==> src/rtl/ecc_bank_pkg.sv <==
// Package: register map, field layout and carrier types of the cache ECC error banks
`default_nettype none
package ecc_bank_pkg;
  // ---------------------------------------------------------------------------
  // Register map (byte addresses)
  // ---------------------------------------------------------------------------
  localparam logic [3:0] OFS_IBANK0 = 4'h0;
  localparam logic [3:0] OFS_IBANK1 = 4'h4;
  localparam logic [3:0] OFS_DBANK0 = 4'h8;
  localparam logic [3:0] OFS_DBANK1 = 4'hC;
  localparam logic [31:0] BANK_RESET = 32'h0000_0000;
  // Writable bits: user 31:30, class 17, ram 16, location 15:2, lock 1, valid 0
  localparam logic [31:0] BANK_WMASK = 32'hC003_FFFF;
  localparam int USER_LSB = 30;
  localparam int CLASS_BIT = 17;
  localparam int RAM_BIT = 16;
  localparam int LOC_LSB = 2;
  localparam int LOCK_BIT = 1;
  localparam int VALID_BIT = 0;
  localparam logic [1:0] RESP_OKAY = 2'h0;
  localparam logic [1:0] RESP_SLVERR = 2'h2;

  // ---------------------------------------------------------------------------
  // Carrier types
  // ---------------------------------------------------------------------------
  // One error report from the cache lookup path
  typedef struct packed {
    logic        valid;
    logic        multi_bit;
    logic        data_ram;
    logic [13:0] location;
  } err_report_t;
  // One software write aimed at a bank
  typedef struct packed {
    logic        en;
    logic [31:0] data;
    logic [3:0]  strb;
  } bank_write_t;
endpackage
`default_nettype wire

==> src/rtl/ecc_bank_pair.sv <==
// Two error banks of one cache with allocation on a detected error
`default_nettype none
module ecc_bank_pair
(
  input  wire logic                       mclk,
  input  wire logic                       rst,
  input  wire ecc_bank_pkg::err_report_t  report,
  input  wire ecc_bank_pkg::bank_write_t  wr0,
  input  wire ecc_bank_pkg::bank_write_t  wr1,
  output logic [31:0]                     bank0,
  output logic [31:0]                     bank1,
  output logic                            dropped
);
  typedef struct packed {
    logic [31:0] b0;
    logic [31:0] b1;
    logic        drop;
  } pair_state_t;

  pair_state_t s_q;
  pair_state_t s_d;
  logic        free0;
  logic        free1;
  logic [31:0] rec;

  // Byte-lane merge of a software write, reserved bits kept at zero
  function automatic logic [31:0] merge(input logic [31:0]               old,
                                        input ecc_bank_pkg::bank_write_t w);
    logic [31:0] m;
    m = old;
    for (int i = 0; i < 4; i++)
    begin
      if (w.strb[i])
      begin
        m[i*8 +: 8] = w.data[i*8 +: 8];
      end
    end
    return m & ecc_bank_pkg::BANK_WMASK;
  endfunction

  // New record: user field 00, reserved zero, lock clear, valid set
  always_comb
  begin
    rec = ecc_bank_pkg::BANK_RESET;
    rec[ecc_bank_pkg::CLASS_BIT] = report.multi_bit;
    rec[ecc_bank_pkg::RAM_BIT] = report.data_ram;
    rec[ecc_bank_pkg::LOC_LSB +: 14] = report.location;
    rec[ecc_bank_pkg::VALID_BIT] = 1'b1;
  end

  // Allocation prefers an invalid unlocked bank, then any unlocked one
  always_comb
  begin
    free0 = !s_q.b0[ecc_bank_pkg::LOCK_BIT];
    free1 = !s_q.b1[ecc_bank_pkg::LOCK_BIT];
    s_d = s_q;
    s_d.drop = 1'b0;
    if (wr0.en)
    begin
      s_d.b0 = merge(s_q.b0, wr0);
    end
    if (wr1.en)
    begin
      s_d.b1 = merge(s_q.b1, wr1);
    end
    // Hardware capture wins over a same-cycle software write so no error is lost
    if (report.valid)
    begin
      if (free0 && !s_q.b0[ecc_bank_pkg::VALID_BIT])
      begin
        s_d.b0 = rec;
      end
      else if (free1 && !s_q.b1[ecc_bank_pkg::VALID_BIT])
      begin
        s_d.b1 = rec;
      end
      else if (free0)
      begin
        s_d.b0 = rec;
      end
      else if (free1)
      begin
        s_d.b1 = rec;
      end
      else
      begin
        s_d.drop = 1'b1;
      end
    end
  end

  // State register
  always_ff @(posedge mclk or posedge rst)
  begin
    if (rst)
    begin
      s_q <= '0;
    end
    else
    begin
      s_q <= s_d;
    end
  end

  assign bank0 = s_q.b0;
  assign bank1 = s_q.b1;
  assign dropped = s_q.drop;

  a_locked_kept: assert property (@(posedge mclk) disable iff (rst)
    s_q.b0[ecc_bank_pkg::LOCK_BIT] && !wr0.en |=> s_q.b0 == $past(s_q.b0))
    else $error("locked bank 0 changed");
  a_alloc_valid: assert property (@(posedge mclk) disable iff (rst)
    report.valid && (free0 || free1) |=> bank0[0] || bank1[0])
    else $error("allocation left no valid bank");
  a_user_clear: assert property (@(posedge mclk) disable iff (rst)
    report.valid && free0 && !s_q.b0[0]
    |=> s_q.b0[31:30] == 2'h0 && s_q.b0[29:18] == 12'h000)
    else $error("user field not cleared on allocation");
  a_class_copy: assert property (@(posedge mclk) disable iff (rst)
    report.valid && free0 && !s_q.b0[0] |=> s_q.b0[17] == $past(report.multi_bit))
    else $error("error class not recorded");
  c_drop: cover property (@(posedge mclk) disable iff (rst) s_q.drop);
endmodule
`default_nettype wire

==> src/rtl/axil_slave_port.sv <==
// AXI4-Lite slave handshake: one write and one read outstanding, register access strobes
`default_nettype none
module axil_slave_port
(
  input  wire logic        mclk,
  input  wire logic        rst,
  input  wire logic [3:0]  awaddr,
  input  wire logic [2:0]  awprot,
  input  wire logic        awvalid,
  output logic             awready,
  input  wire logic [31:0] wdata,
  input  wire logic [3:0]  wstrb,
  input  wire logic        wvalid,
  output logic             wready,
  output logic [1:0]       bresp,
  output logic             bvalid,
  input  wire logic        bready,
  input  wire logic [3:0]  araddr,
  input  wire logic [2:0]  arprot,
  input  wire logic        arvalid,
  output logic             arready,
  output logic [31:0]      rdata,
  output logic [1:0]       rresp,
  output logic             rvalid,
  input  wire logic        rready,
  output logic             wr_go,
  output logic [3:0]       wr_addr,
  output logic [31:0]      wr_data,
  output logic [3:0]       wr_strb,
  output logic             wr_priv,
  output logic [3:0]       rd_addr,
  output logic             rd_priv,
  output logic             rd_go,
  input  wire logic [31:0] rd_val,
  input  wire logic        rd_err
);
  typedef struct packed {
    logic        aw_f;
    logic [3:0]  aw_a;
    logic        aw_p;
    logic        w_f;
    logic [31:0] w_d;
    logic [3:0]  w_s;
    logic        b_v;
    logic [1:0]  b_r;
    logic        r_v;
    logic [31:0] r_d;
    logic [1:0]  r_r;
  } port_state_t;

  port_state_t s_q;
  port_state_t s_d;

  assign awready = !s_q.aw_f && !s_q.b_v;
  assign wready  = !s_q.w_f && !s_q.b_v;
  assign arready = !s_q.r_v;
  assign wr_go   = s_q.aw_f && s_q.w_f && !s_q.b_v;
  assign wr_addr = s_q.aw_a;
  assign wr_data = s_q.w_d;
  assign wr_strb = s_q.w_s;
  assign wr_priv = s_q.aw_p;
  assign rd_go   = arvalid && arready;
  assign rd_addr = araddr;
  assign rd_priv = arprot[0];

  // Capture address and data in either order, answer once both are held
  always_comb
  begin
    s_d = s_q;
    if (awvalid && awready)
    begin
      s_d.aw_f = 1'b1;
      s_d.aw_a = awaddr;
      s_d.aw_p = awprot[0];
    end
    if (wvalid && wready)
    begin
      s_d.w_f = 1'b1;
      s_d.w_d = wdata;
      s_d.w_s = wstrb;
    end
    if (wr_go)
    begin
      s_d.aw_f = 1'b0;
      s_d.w_f = 1'b0;
      s_d.b_v = 1'b1;
      s_d.b_r = awp_resp(s_q.aw_p);
    end
    if (s_q.b_v && bready)
    begin
      s_d.b_v = 1'b0;
    end
    if (rd_go)
    begin
      s_d.r_v = 1'b1;
      s_d.r_d = rd_val;
      s_d.r_r = rd_err ? ecc_bank_pkg::RESP_SLVERR : ecc_bank_pkg::RESP_OKAY;
    end
    else if (s_q.r_v && rready)
    begin
      s_d.r_v = 1'b0;
    end
  end

  function automatic logic [1:0] awp_resp(input logic p);
    return p ? ecc_bank_pkg::RESP_OKAY : ecc_bank_pkg::RESP_SLVERR;
  endfunction

  // State register
  always_ff @(posedge mclk or posedge rst)
  begin
    if (rst)
    begin
      s_q <= '0;
    end
    else
    begin
      s_q <= s_d;
    end
  end

  assign bvalid = s_q.b_v;
  assign bresp  = s_q.b_r;
  assign rvalid = s_q.r_v;
  assign rdata  = s_q.r_d;
  assign rresp  = s_q.r_r;

  a_bresp_hold: assert property (@(posedge mclk) disable iff (rst)
    bvalid && !bready |=> bvalid && $stable(bresp))
    else $error("write response dropped early");
  a_rdata_hold: assert property (@(posedge mclk) disable iff (rst)
    rvalid && !rready |=> rvalid && $stable(rdata))
    else $error("read data dropped early");
  c_write: cover property (@(posedge mclk) disable iff (rst) bvalid && bready);
  c_read: cover property (@(posedge mclk) disable iff (rst) rvalid && rready);
endmodule
`default_nettype wire

==> src/rtl/cache_ecc_error_bank.sv <==
// Top: cache ECC error banks for instruction and data cache behind AXI4-Lite
`default_nettype none
module cache_ecc_error_bank
#(
  parameter bit ECC_PRESENT = 1'b1
)
(
  input  wire logic        mclk,
  input  wire logic        rst,
  input  wire logic [3:0]  awaddr,
  input  wire logic [2:0]  awprot,
  input  wire logic        awvalid,
  output logic             awready,
  input  wire logic [31:0] wdata,
  input  wire logic [3:0]  wstrb,
  input  wire logic        wvalid,
  output logic             wready,
  output logic [1:0]       bresp,
  output logic             bvalid,
  input  wire logic        bready,
  input  wire logic [3:0]  araddr,
  input  wire logic [2:0]  arprot,
  input  wire logic        arvalid,
  output logic             arready,
  output logic [31:0]      rdata,
  output logic [1:0]       rresp,
  output logic             rvalid,
  input  wire logic        rready,
  input  wire logic        ierr_valid,
  input  wire logic        ierr_multi_bit,
  input  wire logic        ierr_data_ram,
  input  wire logic        ierr_way,
  input  wire logic [9:0]  ierr_index,
  input  wire logic [1:0]  ierr_dword,
  input  wire logic        derr_valid,
  input  wire logic        derr_multi_bit,
  input  wire logic        derr_data_ram,
  input  wire logic [1:0]  derr_way,
  input  wire logic [8:0]  derr_index,
  input  wire logic [2:0]  derr_word,
  output logic             ierr_dropped,
  output logic             derr_dropped
);
  // ---------------------------------------------------------------------------
  // Bus side
  // ---------------------------------------------------------------------------
  logic        wr_go;
  logic [3:0]  wr_addr;
  logic [31:0] wr_data;
  logic [3:0]  wr_strb;
  logic        wr_priv;
  logic [3:0]  rd_addr;
  logic        rd_priv;
  logic        rd_go;
  logic [31:0] rd_val;
  logic        rd_err;
  logic        wr_ok;
  logic [31:0] ib0;
  logic [31:0] ib1;
  logic [31:0] db0;
  logic [31:0] db1;
  ecc_bank_pkg::err_report_t irep;
  ecc_bank_pkg::err_report_t drep;
  ecc_bank_pkg::bank_write_t wi0;
  ecc_bank_pkg::bank_write_t wi1;
  ecc_bank_pkg::bank_write_t wd0;
  ecc_bank_pkg::bank_write_t wd1;

  axil_slave_port u_port
  (
    .mclk    (mclk),
    .rst     (rst),
    .awaddr  (awaddr),
    .awprot  (awprot),
    .awvalid (awvalid),
    .awready (awready),
    .wdata   (wdata),
    .wstrb   (wstrb),
    .wvalid  (wvalid),
    .wready  (wready),
    .bresp   (bresp),
    .bvalid  (bvalid),
    .bready  (bready),
    .araddr  (araddr),
    .arprot  (arprot),
    .arvalid (arvalid),
    .arready (arready),
    .rdata   (rdata),
    .rresp   (rresp),
    .rvalid  (rvalid),
    .rready  (rready),
    .wr_go   (wr_go),
    .wr_addr (wr_addr),
    .wr_data (wr_data),
    .wr_strb (wr_strb),
    .wr_priv (wr_priv),
    .rd_addr (rd_addr),
    .rd_priv (rd_priv),
    .rd_go   (rd_go),
    .rd_val  (rd_val),
    .rd_err  (rd_err)
  );

  // Unprivileged writes are discarded with SLVERR; absent-option privileged writes are discarded but answered OKAY
  assign wr_ok = wr_go && wr_priv && ECC_PRESENT;

  // Write decode into per-bank strobes
  always_comb
  begin
    wi0 = '{en: wr_ok && wr_addr == ecc_bank_pkg::OFS_IBANK0, data: wr_data, strb: wr_strb};
    wi1 = '{en: wr_ok && wr_addr == ecc_bank_pkg::OFS_IBANK1, data: wr_data, strb: wr_strb};
    wd0 = '{en: wr_ok && wr_addr == ecc_bank_pkg::OFS_DBANK0, data: wr_data, strb: wr_strb};
    wd1 = '{en: wr_ok && wr_addr == ecc_bank_pkg::OFS_DBANK1, data: wr_data, strb: wr_strb};
  end

  // Read mux; unprivileged reads see zero with SLVERR
  always_comb
  begin
    rd_val = 32'h0000_0000;
    rd_err = 1'b0;
    if (!rd_priv || !ECC_PRESENT)
    begin
      rd_err = 1'b1;
    end
    else
    begin
      unique case (rd_addr)
        ecc_bank_pkg::OFS_IBANK0: rd_val = ib0;
        ecc_bank_pkg::OFS_IBANK1: rd_val = ib1;
        ecc_bank_pkg::OFS_DBANK0: rd_val = db0;
        ecc_bank_pkg::OFS_DBANK1: rd_val = db1;
        default:                  rd_err = 1'b1;
      endcase
    end
  end

  // ---------------------------------------------------------------------------
  // Error reports: location packing per cache geometry
  // ---------------------------------------------------------------------------
  always_comb
  begin
    irep.valid = ierr_valid && ECC_PRESENT;
    irep.multi_bit = ierr_multi_bit;
    irep.data_ram = ierr_data_ram;
    irep.location = {1'b0, ierr_way, ierr_index, ierr_dword};
    drep.valid = derr_valid && ECC_PRESENT;
    drep.multi_bit = derr_multi_bit;
    drep.data_ram = derr_data_ram;
    drep.location = {derr_way, derr_index, derr_word};
  end

  ecc_bank_pair u_ibanks
  (
    .mclk    (mclk),
    .rst     (rst),
    .report  (irep),
    .wr0     (wi0),
    .wr1     (wi1),
    .bank0   (ib0),
    .bank1   (ib1),
    .dropped (ierr_dropped)
  );

  ecc_bank_pair u_dbanks
  (
    .mclk    (mclk),
    .rst     (rst),
    .report  (drep),
    .wr0     (wd0),
    .wr1     (wd1),
    .bank0   (db0),
    .bank1   (db1),
    .dropped (derr_dropped)
  );

  a_unpriv_read: assert property (@(posedge mclk) disable iff (rst)
    rd_go && !arprot[0] |=> rvalid && rdata == 32'h0000_0000 && rresp == 2'h2)
    else $error("unprivileged read leaked data");
  // A capture in the same cycle may legally change a bank, so it is left out
  a_unpriv_write: assert property (@(posedge mclk) disable iff (rst)
    wr_go && !wr_priv && !ierr_valid && !derr_valid |=> $stable(ib0) && $stable(db0))
    else $error("unprivileged write changed a bank");
  // Without the option nothing is captured, so the packing checks only apply with it
  a_dloc_pack: assert property (@(posedge mclk) disable iff (rst)
    ECC_PRESENT && derr_valid && !db0[1] && !db0[0] && !wr_go
    |=> db0[15:2] == $past({derr_way, derr_index, derr_word}))
    else $error("data location packed wrongly");
  a_iloc_pack: assert property (@(posedge mclk) disable iff (rst)
    ECC_PRESENT && ierr_valid && !ib0[1] && !ib0[0] && !wr_go
    |=> ib0[14:2] == $past({ierr_way, ierr_index, ierr_dword})
        && ib0[16] == $past(ierr_data_ram))
    else $error("instruction location packed wrongly");
  c_icap: cover property (@(posedge mclk) disable iff (rst) ierr_valid && !ib0[1]);
  c_dcap: cover property (@(posedge mclk) disable iff (rst) derr_valid && db1[1] && !db0[1]);
endmodule
`default_nettype wire

==> config.mk <==
export PLATFORM = sky130hd
export DESIGN_NAME = cache_ecc_error_bank
export DESIGN_NICKNAME = d
export VERILOG_FILES = /design/src/rtl/ecc_bank_pkg.sv /design/src/rtl/ecc_bank_pair.sv /design/src/rtl/axil_slave_port.sv /design/src/rtl/cache_ecc_error_bank.sv
export SDC_FILE = /design/constraint.sdc
export NUM_CORES = 1
export LEC_CHECK = 0
export BUFFER_PORTS_ARGS = -buffer_cell sky130_fd_sc_hd__buf_2
export CORE_MARGIN = 4
export CORE_UTILIZATION = 55
export CTS_CLUSTER_SIZE = 14
export DETAILED_ROUTE_END_ITERATION = 6
export PLACE_DENSITY = 0.84
export SYNTH_ARGS = -nofsm -noshare
export SYNTH_HDL_FRONTEND = slang
export SYNTH_HIERARCHICAL = 1
export SYNTH_SLANG_ARGS = --single-unit
==> constraint.sdc <==
create_clock -name mclk -period 5.3 [get_ports mclk]
set_input_delay 0.53 -clock mclk [delete_from_list [all_inputs] [get_ports mclk]]
set_output_delay 0.53 -clock mclk [all_outputs]
set_load 0.03 [all_outputs]
==> results_dict.tcl, run 1 <==
set metrics [dict create \
    finClkSkew_ns 0.00736 \
    drt_wl_total_um 21400 \
    rsz0062_at_grt "no" \
    crit_required_ns 5.61 \
    drc 0 \
    hold_class "input port to asynchronous set/reset pin" \
    max_freq_ghz 0.299 \
    die_w_um 142 \
    crit_chain "nand3b_1 -> inv_1 -> nand4bb_1 -> nor3_1 -> nand2_1 -> mux2_2 -> mux2_4" \
    clock_latency_ns 0.43 \
    layout_min_cycle_time_ns 3.34 \
    drive_above_1_share 0.444 \
    grt.total_usage 0.215 \
    dieArea_mm2 0.0202 \
    numCtsBuffers 17 \
    cts_max_path_buffers 2 \
    clock_sinks 197 \
    syn_avg_cell_area_um2 13.2 \
    core_area_mm2 0.0175 \
    syn_inst 752 \
    status "completed" \
    place.gp.congestion 0.800 \
    drtIter0Drc 436 \
    grt-ovfl-total 0 \
    vias_per_cell 5.79 \
    ys_warn_count 6 \
    port_buffers 114 \
    max_stage_delay_ns 0.90 \
    dp_hpwl_um 13300 \
    ant_nets 0 \
    setup_violations 0 \
    grt_pass1_vias 6293 \
    cts-hold-fix-buffers 0 \
    post_cts_buffers 0 \
    slew_headroom 0.247 \
    mostFrequentLayoutCell "dfrtp_1" \
    cts_resized 0 \
    peakVddDrop_mv 0.264 \
    firstDrtPassIters 5 \
    rows 48 \
    critPathArrivalTime_ns 3.66 \
    end_kind "flop" \
    finalMaxSlewViolations 0 \
    max_cap_viol_count 0 \
    fin_area_mm2 0.0107 \
    tns_ns 0 \
    start_kind "flop" \
    h-tree-depth 4 \
    total_power_mw 4.83 \
    mostFrequentLayoutCells "dfrtp_1 (197), mux2_2 (135), buf_2 (113), mux2i_1 (65), mux2_4 (55)" \
    fin_nets 877 \
    cts_tree "yes" \
    antenna_found_initial 1 \
    criticalPathCategory "flop to flop" \
    layout_worst_path_cycle_share 0.630 \
    cts_root_buffer "clkbuf_16" \
    hold_viol 0 \
    grt_max_degree 66 \
    syn_to_final_growth_pct 8.06 \
    wl_per_cell_um 20.8 \
    syn-cell-area_mm2 0.00991 \
    vias 5939 \
    placedInstanceArea_mm2 0.0100 \
    clk_pin_slew_worst_paths_ns 0.07 \
    slowest_stage "nor3_1" \
    worstMarginPinSlew_ns 1.13 \
    path_max_fanout 9 \
    leakage_nw 5.25 \
    ios 133 \
    fillers 1288 \
    power-per-cell-area_mw_per_mm2 451 \
    grt_pass1_wl_um 33700 \
    initial_utilization 0.567 \
    die_y_um 142 \
]
[state kept, by name, summed over array words and instances (netlist names)]
register / flops
u_dbanks/bank0: 32
u_dbanks/bank1: 32
u_ibanks/bank0: 32
u_ibanks/bank1: 32
u_port/rdata: 32
u_port/wr_data: 20
u_port/wr_addr: 4
u_port/wr_strb: 4
u_port/s_q: 2
u_dbanks/dropped: 1
u_ibanks/dropped: 1
u_port/bresp: 1
u_port/bvalid: 1
u_port/rresp: 1
u_port/rvalid: 1
u_port/wr_priv: 1
[critical path: cells and delay by family, from the launching register on]
kind | cells | cell delay (ns)
buffers and inverters | 1 | 0.09
DFF | 1 | 0.49
muxes | 2 | 0.70
and+or+nand+nor | 4 | 1.94
[final cells by class]
type	instances	area, um2	share of cell area
clock buffer	20	447	0.0417
timing repair buffer	123	641	0.0598
antenna	2	5.00	0.000467
multi-input combinational	439	4150	0.388
clock inverter	11	220	0.0206
tap	225	282	0.0263
sequential	197	4930	0.460
inverter	9	33.8	0.00316
[metal layers]
metal	routed length, um	track usage
met5	8	0
met4	550	0.0859
met3	1200	0.0538
met2	10300	0.349
met1	9280	0.278
[report_power, final]
part	leakage (nW)	switching [mW]	internal [mW]
registers	2.52	0.315	1.85
logic	2.40	0.514	0.692
clock network	0.325	0.558	0.900
total	5.25	1.39	3.45
[per-stage QoR]
stage / instances / worst slack [ns] / util / hold slack [ns]
after floorplan: 754 / 2.99 / - / 0.441
after global placement: 993 / 2.07 / 0.574 / 0.468
after detailed placement: 993 / 2.01 / 0.574 / 0.470
after CTS: 1024 / 2.02 / 0.612 / 0.230
after global routing: 1024 / 1.75 / 0.612 / 0.264
final: 1026 / 1.96 / 0.613 / 0.224
[final timing paths]
path / depth (start not counted) / startpoint / to / slack (ns)
hold / removal: 2 / rst / u_port/rdata[25]$_DFFE_PP0P_ / 0.22
min in group mclk: 2 / rready / u_port/rvalid$_DFFE_PP0P_ / 0.26
setup reg to reg: 7 / u_port/bvalid$_DFFE_PP0P_ / u_ibanks/bank0[8]$_DFF_PP0_ / 1.96
setup / recovery: 7 / u_port/bvalid$_DFFE_PP0P_ / u_ibanks/bank0[8]$_DFF_PP0_ / 1.96
hold reg to reg: 1 / u_dbanks/bank0[29]$_DFF_PP0_ / u_dbanks/bank0[29]$_DFF_PP0_ / 0.49
max in group asynchronous: 3 / rst / u_port/rdata[7]$_DFFE_PP0P_ / 4.07
Power figures use the tool's default switching activity.
==> run 2: changes to the inputs <==
Settings changed: ABC_AREA from default to 1, CORE_UTILIZATION 55 to 54, PLACE_DENSITY 0.84 to 0.86.
Clock period 5.3 ns to 2.9 ns, I/O delays scaled along.
==> run 2 against run 1 <==
Effect of this change: synthesized cell count rose by 91%; global-route usage increased by 4.0 points; sequential share of layout area is 3.0 points lower; count of clock-buffer cells in the layout fell by 1.
==> results_dict.tcl, run 2 <==
set metrics [dict create \
    clk_pin_slew_worst_paths_ns 0.07 \
    worstMarginPinSlew_ns 0.846 \
    mostFrequentLayoutCells "nand2_1 (545), nand3_1 (296), dfrtp_1 (197), buf_2 (114), nor2_1 (89)" \
    cts_max_path_buffers 2 \
    syn_inst 1438 \
    stdcell_count 1717 \
    drtIter0Drc 922 \
    finClkSkew_ns 0.00787 \
    finalMaxSlewViolations 0 \
    reg2reg_depth 10 \
    n_antenna_cell 0 \
    slew_headroom 0.436 \
    rsz0062_at_grt "no" \
    drc 0 \
    syn-cell-area_mm2 0.0108 \
    final_core_utilization 0.585 \
    clock_latency_ns 0.45 \
    hold_viol 0 \
    antenna_found_initial 0 \
    place.gp.congestion 0.943 \
    initial_utilization 0.554 \
    path_max_fanout 25 \
    crit_path_start "u_port/s_q[80]$_DFFE_PP0P_" \
    leakage_nw 6.31 \
    grt_max_degree 66 \
    crit_required_ns 3.23 \
    peakVddDrop_mv 0.697 \
    dp_hpwl_um 18400 \
    cts_root_buffer "clkbuf_16" \
    post_cts_buffers 0 \
    wl_per_cell_um 16.1 \
    layout_min_cycle_time_ns 2.19 \
    hp-start "rready" \
    hold_class "input port to flop" \
    setup_violations 0 \
    tns_ns 0 \
    ant_nets 0 \
    vias_per_cell 5.39 \
    numCtsBuffers 17 \
    max_cap_viol_count 0 \
    fin_area_mm2 0.0115 \
    rows 51 \
    grt_pass1_wl_um 44400 \
    ios 133 \
    die_w_um 150 \
    drt_wl_total_um 27600 \
    critPathArrivalTime_ns 2.53 \
    syn_avg_cell_area_um2 7.54 \
    whs_path_depth 2 \
    mostFrequentLayoutCell "nand2_1" \
    status "completed" \
    port_buffers 114 \
    placedInstanceArea_mm2 0.0108 \
    grt_pass1_vias 8771 \
    placed_cells 1683 \
    fin_nets 1529 \
    die_y_um 150 \
    firstDrtPassIters 5 \
    ys_warn_count 6 \
    start_kind "flop" \
    clock_sinks 197 \
    vias 9251 \
    layout_worst_path_cycle_share 0.756 \
    max_freq_ghz 0.456 \
    core_area_mm2 0.0196 \
    drive_above_1_share 0.165 \
    cts_tree "yes" \
    criticalPathCategory "flop to flop" \
    r2r_start "u_port/s_q[80]$_DFFE_PP0P_" \
    dieArea_mm2 0.0224 \
    h-tree-depth 4 \
    power-per-cell-area_mw_per_mm2 746 \
    syn_to_final_growth_pct 5.56 \
    end_kind "flop" \
    grt.total_usage 0.255 \
    grt-ovfl-total 0 \
]
==> run 2: final timing paths <==
check	endpoint	slack [ns]
max	u_dbanks/bank0[10]$_DFF_PP0_	0.71
max reg2reg	u_dbanks/bank0[10]$_DFF_PP0_	0.71
min	u_port/rvalid$_DFFE_PP0P_	0.03
max in group asynchronous	u_ibanks/bank1[18]$_DFF_PP0_	1.67
min in group asynchronous	u_dbanks/bank0[18]$_DFF_PP0_	0.48
min reg2reg	u_port/wr_addr[1]$_DFFE_PP0P_	0.47
==> run 2: final cells by class <==
| type | instances | area [um2] |
|---|---|---|
| clock inverters | 13 | 146 |
| repair buffers | 135 | 783 |
| multi-input cells | 1003 | 4490 |
| flip-flops and latches | 197 | 4930 |
| clock buffers | 19 | 453 |
| inverters | 85 | 319 |
| fillers | 1734 | 8140 |
| well taps | 265 | 332 |
==> run 2: critical path, stage by stage, from the launching register on <==
cell and delay (ns):
dfrtp_1 0.44, nand2_1 0.08, nor2_1 0.14, nand2_1 0.16
nor4_2 0.23, buf_4 0.32, nand2_1 0.30, nand2_1 0.15
nand2_1 0.08, nand2_1 0.10, nand2_1 0.07
==> run 2: stage by stage <==
stage	worst slack [ns]	hold WS (ns)	total power, mW
5_1_grt	0.499	0.0464	8.95
3_5_place_dp	0.817	0.424	6.10
6_report	0.707	0.0281	8.54
2_1_floorplan	0.927	0.386	5.85
4_1_cts	0.750	0.0190	8.51
3_3_place_gp	0.889	0.418	5.99
==> run 2: repair_timing <==
item	in CTS	in global routing
endpoints found under the hold margin	66	0
hold buffers	2	0
gates resized for setup	0	0
==> run 2: report_power, final <==
part	switching (mW)	total [mW]	internal [mW]
sequential	0.740	4.05	3.31
combinational	1.44	2.07	0.634
clock	1.09	2.42	1.32
==> run 2: per-layer routing <==
layer,global-route usage,part of all wire,wire [um]
met5,0,0,0
met2,0.414,0.47,13000
met3,0.0388,0.082,2260
met1,0.321,0.38,10600
met4,0.155,0.062,1720
